<file path="config.mk">
export PLATFORM = sky130hd
export DESIGN_NAME = omc_top
export DESIGN_NICKNAME = d
export VERILOG_FILES = /design/src/verilog/omc_pkg.sv /design/src/verilog/omc_top.sv /design/src/verilog/omc_wake.sv /design/src/verilog/omc_clksel.sv
export SDC_FILE = /design/constraint.sdc
export NUM_CORES = 1
export LEC_CHECK = 0
export BUFFER_PORTS_ARGS = -buffer_cell sky130_fd_sc_hd__clkbuf_2
export CORE_UTILIZATION = 41
export CTS_CLUSTER_SIZE = 30
export DETAILED_ROUTE_END_ITERATION = 6
export PLACE_DENSITY = 0.72
export SLEW_MARGIN = 0
export SYNTH_ARGS = -nofsm -noshare
export SYNTH_HDL_FRONTEND = slang
export SYNTH_SLANG_ARGS = --single-unit
</file>
<file path="constraint.sdc">
create_clock -name clock -period 1.42 [get_ports clock]
set_input_delay 0.071 -clock clock [delete_from_list [all_inputs] [get_ports clock]]
set_output_delay 0.071 -clock clock [all_outputs]
set_load 0.005 [all_outputs]
</file>
<file path="src/verilog/omc_pkg.sv">
// operating mode controller package: modes, clock sources, carriers
// assumes a single 100 MHz clock and synchronous control inputs
// Notes on behaviour
// - supply loss forces not-powered from any mode
// - not-powered ignores power-on, reset, alarm
// - supply applied: not-powered goes to active
// - power-off event in active enters power-off
// - power-off wakes on pin, reset or alarm
// - supply loss in power-off gives not-powered
// - idle runs core from slow reference
// - slow source chosen by device variant
// - active and connected use fast reference
// - power saving lets active drop to idle
// - power saving disabled after every switch-on
// - idle wakes on paging, uart window, alarm
// - cts shows serial enable per settings
// - call start connects, call end returns active
// - rtc runs unpowered only with backup rail
// - idle blocks application interface traffic
// - active and connected allow interface traffic only with power saving off
package omc_pkg;
    typedef enum logic [2:0] {
        OMC_NOT_POWERED,
        OMC_POWER_OFF,
        OMC_IDLE,
        OMC_ACTIVE,
        OMC_CONNECTED
    } omc_mode_t;

    // core clock source select
    typedef enum logic [1:0] {
        OMC_CLK_NONE,
        OMC_CLK_FAST,
        OMC_CLK_SLOW
    } omc_clk_t;

    // slow reference variant
    localparam logic [1:0] OMC_SLOW_INTERNAL = 2'h0;
    localparam logic [1:0] OMC_SLOW_EXT_A    = 2'h1;
    localparam logic [1:0] OMC_SLOW_EXT_B    = 2'h2;

    localparam int OMC_SLOW_KHZ   = 32;
    localparam int OMC_SLOW_B_KHZ = 20;
    localparam int OMC_FAST_KHZ   = 26000;

    // power saving settings
    localparam logic [1:0] OMC_PSV_OFF    = 2'h0;
    localparam logic [1:0] OMC_PSV_UART_1 = 2'h1;
    localparam logic [1:0] OMC_PSV_RESET  = OMC_PSV_OFF;

    // events from the surrounding system, one cycle pulses except the idle_allowed level
    typedef struct packed {
        logic power_on_request_pin;
        logic reset_request;
        logic rtc_alarm;
        logic power_off_event;
        logic call_start;
        logic call_end;
        logic paging_wake;
        logic uart_wake;
        logic idle_allowed;
    } omc_evt_t;

    // power saving command strobe with its setting
    typedef struct packed {
        logic       valid;
        logic [1:0] setting;
        logic       flow_ctrl;
    } omc_cmd_t;

    typedef struct packed {
        omc_clk_t core_clk;
        logic     slow_ext_a_used;
        logic     slow_ext_b_used;
        logic     app_if_enable;
        logic     uart_cts_n;
        logic     rtc_running;
    } omc_status_t;
endpackage

</file>
<file path="src/verilog/omc_top.sv">
`timescale 1ns/10ps
// operating mode controller top: five mode state machine
// assumes all inputs synchronous; events are one-cycle pulses except the idle_allowed level
module omc_top
    import omc_pkg::*;
(
    // clocking
    input  wire logic               clock,
    input  wire logic               resetn,
    // supply and variant
    input  wire logic               supply_ok,
    input  wire logic               backup_supply_rail,
    input  wire logic [1:0]         slow_variant,
    // events and host command
    input  wire omc_pkg::omc_evt_t  evt,
    input  wire omc_pkg::omc_cmd_t  power_saving_command,
    // state
    output omc_pkg::omc_mode_t      mode,
    output logic [1:0]              psv_setting,
    output omc_pkg::omc_status_t    status
);
    import omc_pkg::*;

    typedef struct packed {
        omc_mode_t   mode;
        logic [1:0]  psv;
        logic        flow;
        omc_status_t stat;
    } omc_top_st_t;

    omc_top_st_t st_q, st_d;
    logic        on_cause;
    logic        idle_wake;
    omc_clk_t    clk_sel;
    logic        ext_a;
    logic        ext_b;
    logic        rtc_run;

    omc_wake u_wake (
        .clock           (clock),
        .resetn          (resetn),
        .evt             (evt),
        .psv_setting     (st_q.psv),
        .switch_on_cause (on_cause),
        .idle_wake       (idle_wake)
    );

    // clock select looks at next mode so status lines up with mode
    omc_clksel u_clksel (
        .mode               (st_d.mode),
        .slow_variant       (slow_variant),
        .backup_supply_rail (backup_supply_rail),
        .core_clk           (clk_sel),
        .ext_a_used         (ext_a),
        .ext_b_used         (ext_b),
        .rtc_running        (rtc_run)
    );

    function automatic logic cts_n_of(omc_mode_t m, logic [1:0] psv, logic flow);
        logic en;
        en = (m == OMC_ACTIVE) || (m == OMC_CONNECTED);
        // without flow control cts stays asserted, uart state unseen
        cts_n_of = flow ? ~en : 1'b0;
        if (psv == OMC_PSV_OFF)
            cts_n_of = 1'b0;
    endfunction

    always_comb
    begin
        st_d = st_q;
        if (!supply_ok)
        begin
            st_d.mode = OMC_NOT_POWERED;
        end
        else
        begin
            unique case (st_q.mode)
                OMC_NOT_POWERED: st_d.mode = OMC_ACTIVE;
                OMC_POWER_OFF:
                    if (on_cause)
                        st_d.mode = OMC_ACTIVE;
                OMC_ACTIVE:
                    if (evt.power_off_event)
                        st_d.mode = OMC_POWER_OFF;
                    else if (evt.call_start)
                        st_d.mode = OMC_CONNECTED;
                    else if (st_q.psv != OMC_PSV_OFF && evt.idle_allowed)
                        st_d.mode = OMC_IDLE;
                OMC_IDLE:
                    if (evt.power_off_event)
                        st_d.mode = OMC_POWER_OFF;
                    else if (idle_wake || evt.call_start)
                        st_d.mode = OMC_ACTIVE;
                OMC_CONNECTED:
                    if (evt.call_end)
                        st_d.mode = OMC_ACTIVE;
            endcase
        end
        // power saving cleared whenever the next mode is not-powered or power-off
        if (st_d.mode == OMC_NOT_POWERED || st_d.mode == OMC_POWER_OFF)
        begin
            st_d.psv  = OMC_PSV_RESET;
            st_d.flow = 1'b0;
        end
        else if (power_saving_command.valid)
        begin
            st_d.psv  = power_saving_command.setting;
            st_d.flow = power_saving_command.flow_ctrl;
        end
        st_d.stat.core_clk        = clk_sel;
        st_d.stat.slow_ext_a_used = ext_a;
        st_d.stat.slow_ext_b_used = ext_b;
        st_d.stat.rtc_running     = rtc_run;
        st_d.stat.app_if_enable   = (st_d.mode == OMC_ACTIVE
                                     || st_d.mode == OMC_CONNECTED)
                                    && st_d.psv == OMC_PSV_OFF;
        st_d.stat.uart_cts_n      = cts_n_of(st_d.mode, st_d.psv, st_d.flow);
    end

    always_ff @(posedge clock or negedge resetn)
    begin
        if (!resetn)
        begin
            st_q      <= '0;
            st_q.mode <= OMC_NOT_POWERED;
        end
        else
            st_q <= st_d;
    end

    assign mode        = st_q.mode;
    assign psv_setting = st_q.psv;
    assign status      = st_q.stat;
endmodule

</file>
<file path="src/verilog/omc_wake.sv">
`timescale 1ns/10ps
// wake cause merge for power-off and idle
// assumes event pulses synchronous to clock
module omc_wake
    import omc_pkg::*;
(
    // clocking
    input  wire logic           clock,
    input  wire logic           resetn,
    // causes
    input  wire omc_pkg::omc_evt_t evt,
    input  wire logic [1:0]     psv_setting,
    // results
    output logic                switch_on_cause,
    output logic                idle_wake
);
    import omc_pkg::*;

    typedef struct packed {
        logic on;
        logic wake;
    } omc_wake_st_t;

    omc_wake_st_t st_q, st_d;

    always_comb
    begin
        st_d = st_q;
        st_d.on = evt.power_on_request_pin | evt.reset_request | evt.rtc_alarm;
        st_d.wake = evt.paging_wake | evt.rtc_alarm
                  | (evt.uart_wake && psv_setting == OMC_PSV_UART_1);
    end

    always_ff @(posedge clock or negedge resetn)
    begin
        if (!resetn)
            st_q <= '0;
        else
            st_q <= st_d;
    end

    assign switch_on_cause = st_q.on;
    assign idle_wake       = st_q.wake;
endmodule

</file>
<file path="src/verilog/omc_clksel.sv">
`timescale 1ns/10ps
// core clock source and rtc run decision per mode
// assumes variant code static after reset
module omc_clksel
    import omc_pkg::*;
(
    // inputs
    input  wire omc_pkg::omc_mode_t mode,
    input  wire logic [1:0]        slow_variant,
    input  wire logic              backup_supply_rail,
    // outputs
    output omc_pkg::omc_clk_t      core_clk,
    output logic                   ext_a_used,
    output logic                   ext_b_used,
    output logic                   rtc_running
);
    import omc_pkg::*;

    always_comb
    begin
        core_clk   = OMC_CLK_NONE;
        ext_a_used = 1'b0;
        ext_b_used = 1'b0;
        unique case (mode)
            OMC_IDLE:
            begin
                core_clk   = OMC_CLK_SLOW;
                ext_a_used = (slow_variant == OMC_SLOW_EXT_A);
                ext_b_used = (slow_variant == OMC_SLOW_EXT_B);
            end
            OMC_ACTIVE, OMC_CONNECTED: core_clk = OMC_CLK_FAST;
            default: core_clk = OMC_CLK_NONE;
        endcase
        // backup rail generated internally outside not-powered
        rtc_running = (mode != OMC_NOT_POWERED) || backup_supply_rail;
    end
endmodule

</file>
==> run metrics <==
CP startpoint kind=flop; HP Class=input port to flop; crit-path max FO=7; status=complete, no violations; Worst Skew=3.29 ps; CTS tree=done; reg2reg start=mode[1]; Yosys warning count=0; Primary FF master, synth=dfrtp_1; GP Congestion=0.791; Core ar.=1730 sq um; WL/cell=11.8 um; r2r setup slk=30 ps; leakage=0.521 nW; post-synthesis register bit count=15; Max Cap Viol=0; I/O pin cnt=31; largest net degree at the start of global routing=16; clk sink count=15; clock buffer depth=2; Final Core Density=60.8%; worst skew pair latency=280 ps; RSZ-0062 raised after global routing=yes; r2r worst-path depth=4; share of post-route cells with drive strength above 1=51.4%; Slew Viols, Final=0; Worst EP required=1620 ps; Residual DRC=0; EDFF count, synth=0; # nets final=125; final period utilization=97.7%; Die W=45.0 um; GRT Util Overall=16.4%; Worst-Margin Slew=372 ps; Design Area, Final=1050 sq um; WS Path Type=flop to flop; asr flop ratio synth=100%; post-synthesis sequential area ratio=49.6%; FP Rows=15; WP data arrival=1590 ps; worst path cell trace=nand2b_4 -> a311oi_2 -> nand3_2 -> nor3b_2; most common cell after layout, fill and taps aside=clkbuf_2; H-tree levels=1; Critical R2R Capture=status[3]; initial antenna violation count=0; final antenna-violating net count=0; fin crit period=1390 ps; Cell Pwr Density=840 nW/um^2; Setup crit end kind=flop; detailed placement HPWL=1030 um; Cell Area, Synth=757 sq um; Final Hold Viols=0; Iter 0 DRT Violations=9; critical path's slowest cell=dfrtp_2; initial core utilization=43.8%; Die ar.=2020 sq um; vias=623; Mapped Nets=86; first-pass GRT wire length=2360 um; Critical Path End=status[3]; CTS buffer count=3; Post-Route WL=1540 um; Placed Area=893 sq um; setup violators final=0; Relative slew margins=75.2%; drt via density=4.79; area growth from synthesis to layout=38.7%; CTS root buf=clkbuf_4; Yosys cell types=28; vias in the first global route=584; worst setup path start=mode[1]; port buffer count=30; clock slew seen by the registers of the worst setup and hold paths=90 ps; Achievable Freq=721 MHz; GR Overflow Total=0; most frequent cells in the layout=clkbuf_2 (30), dfrtp_1 (13), dlygate4sd3_1 (8), buf_4 (8), inv_1 (5); first-pass iteration count of the detailed router=2; IR drop worst, VDD=512 uV; Total Power=882 uW; Post-Syn Instances=67; Synth Area per Inst=11.3 sq um; die span in y=45.0 um; Worst path max stage delay=470 ps; # diodes=0
## cells in the mapped netlist, types with 2 or more instances
| cell | instances | share of area [%] |
|---|---|---|
| nor3b_1 | 3 | 3.0 |
| nor2_1 | 3 | 1.5 |
| inv_1 | 5 | 2.5 |
| o21bai_1 | 2 | 2.0 |
| buf_4 | 12 | 12 |
| nand2b_1 | 4 | 3.3 |
| mux2i_1 | 3 | 4.0 |
| dfrtp_1 | 15 | 50 |
## cells by family after synthesis
group / synth area share [%]
and+or+nand+nor: 19.8
AOI/OAI and AO/OA: 12.2
DFF: 49.6
buffers and inverters: 14.4
muxes: 3.97
## area by class of cell
class,instances,area (sq um)
sequential,15,378
inverter,5,18.8
tap,25,31.3
timing repair buffer,46,290
clock buffer,4,26.3
multi-input combinational,35,305
fill,148,677
## where the power goes
part / internal (mW) / switching [mW]
registers: 0.449 / 0.0180
logic: 0.0987 / 0.0748
clock network: 0.109 / 0.132
## how the worst min path moves through the flow
stage                         start         to  cells after the start  slack (ps)
after floorplan              resetn    mode[0]                      0        -220
after global placement       resetn  status[2]                      1           2
after detailed placement     resetn  status[6]                      1           5
after CTS                 supply_ok  status[0]                      2          10
after global routing      supply_ok  status[0]                      2          30
final                     supply_ok  status[0]                      2          20
## through the flow
step,hold WS (ps),setup TNS (ps),std cells,setup slack (ps)
4_1_cts,13.7,0,129,30.4
2_1_floorplan,-225,0,67,69.3
6_report,24.9,0,130,33.4
3_3_place_gp,1.81,0,116,10.7
3_5_place_dp,5.28,-55.5,116,-28.8
5_1_grt,30.5,-33.0,130,-17.0
## sequential cells by signal (all words and copies together) (netlist names)
| register | flops |
|---|---|
| u_wake.switch_on_cause | 1 |
| psv_setting | 2 |
| mode | 3 |
| st_q | 1 |
| status | 7 |
| u_wake.idle_wake | 1 |
## repair_timing
action / in CTS / in global routing
resized for setup: 2 / 5
endpoints found under the setup margin: 2 / 6
hold endpoints to repair: 20 / 1
hold buffers: 8 / 1
pin swaps: 3 / 5
setup buffers: 1 / 1
## metal layers
layer  up-vias  routed length (um)  global-route usage, %
li1        300                   -                      -
met1       300                 663                   20.4
met2        21                 800                   26.4
met3         2                  59                   2.40
met4         0                  14                   10.9
met5         -                   0                      0
## critical path: cells and delay by family, from the launching register on
kind | cells | cell delay, ps
and+or+nand+nor | 3 | 530
DFF | 1 | 470
AOI/OAI and AO/OA | 1 | 320
No activity file was read; power rests on OpenSTA's default activity.
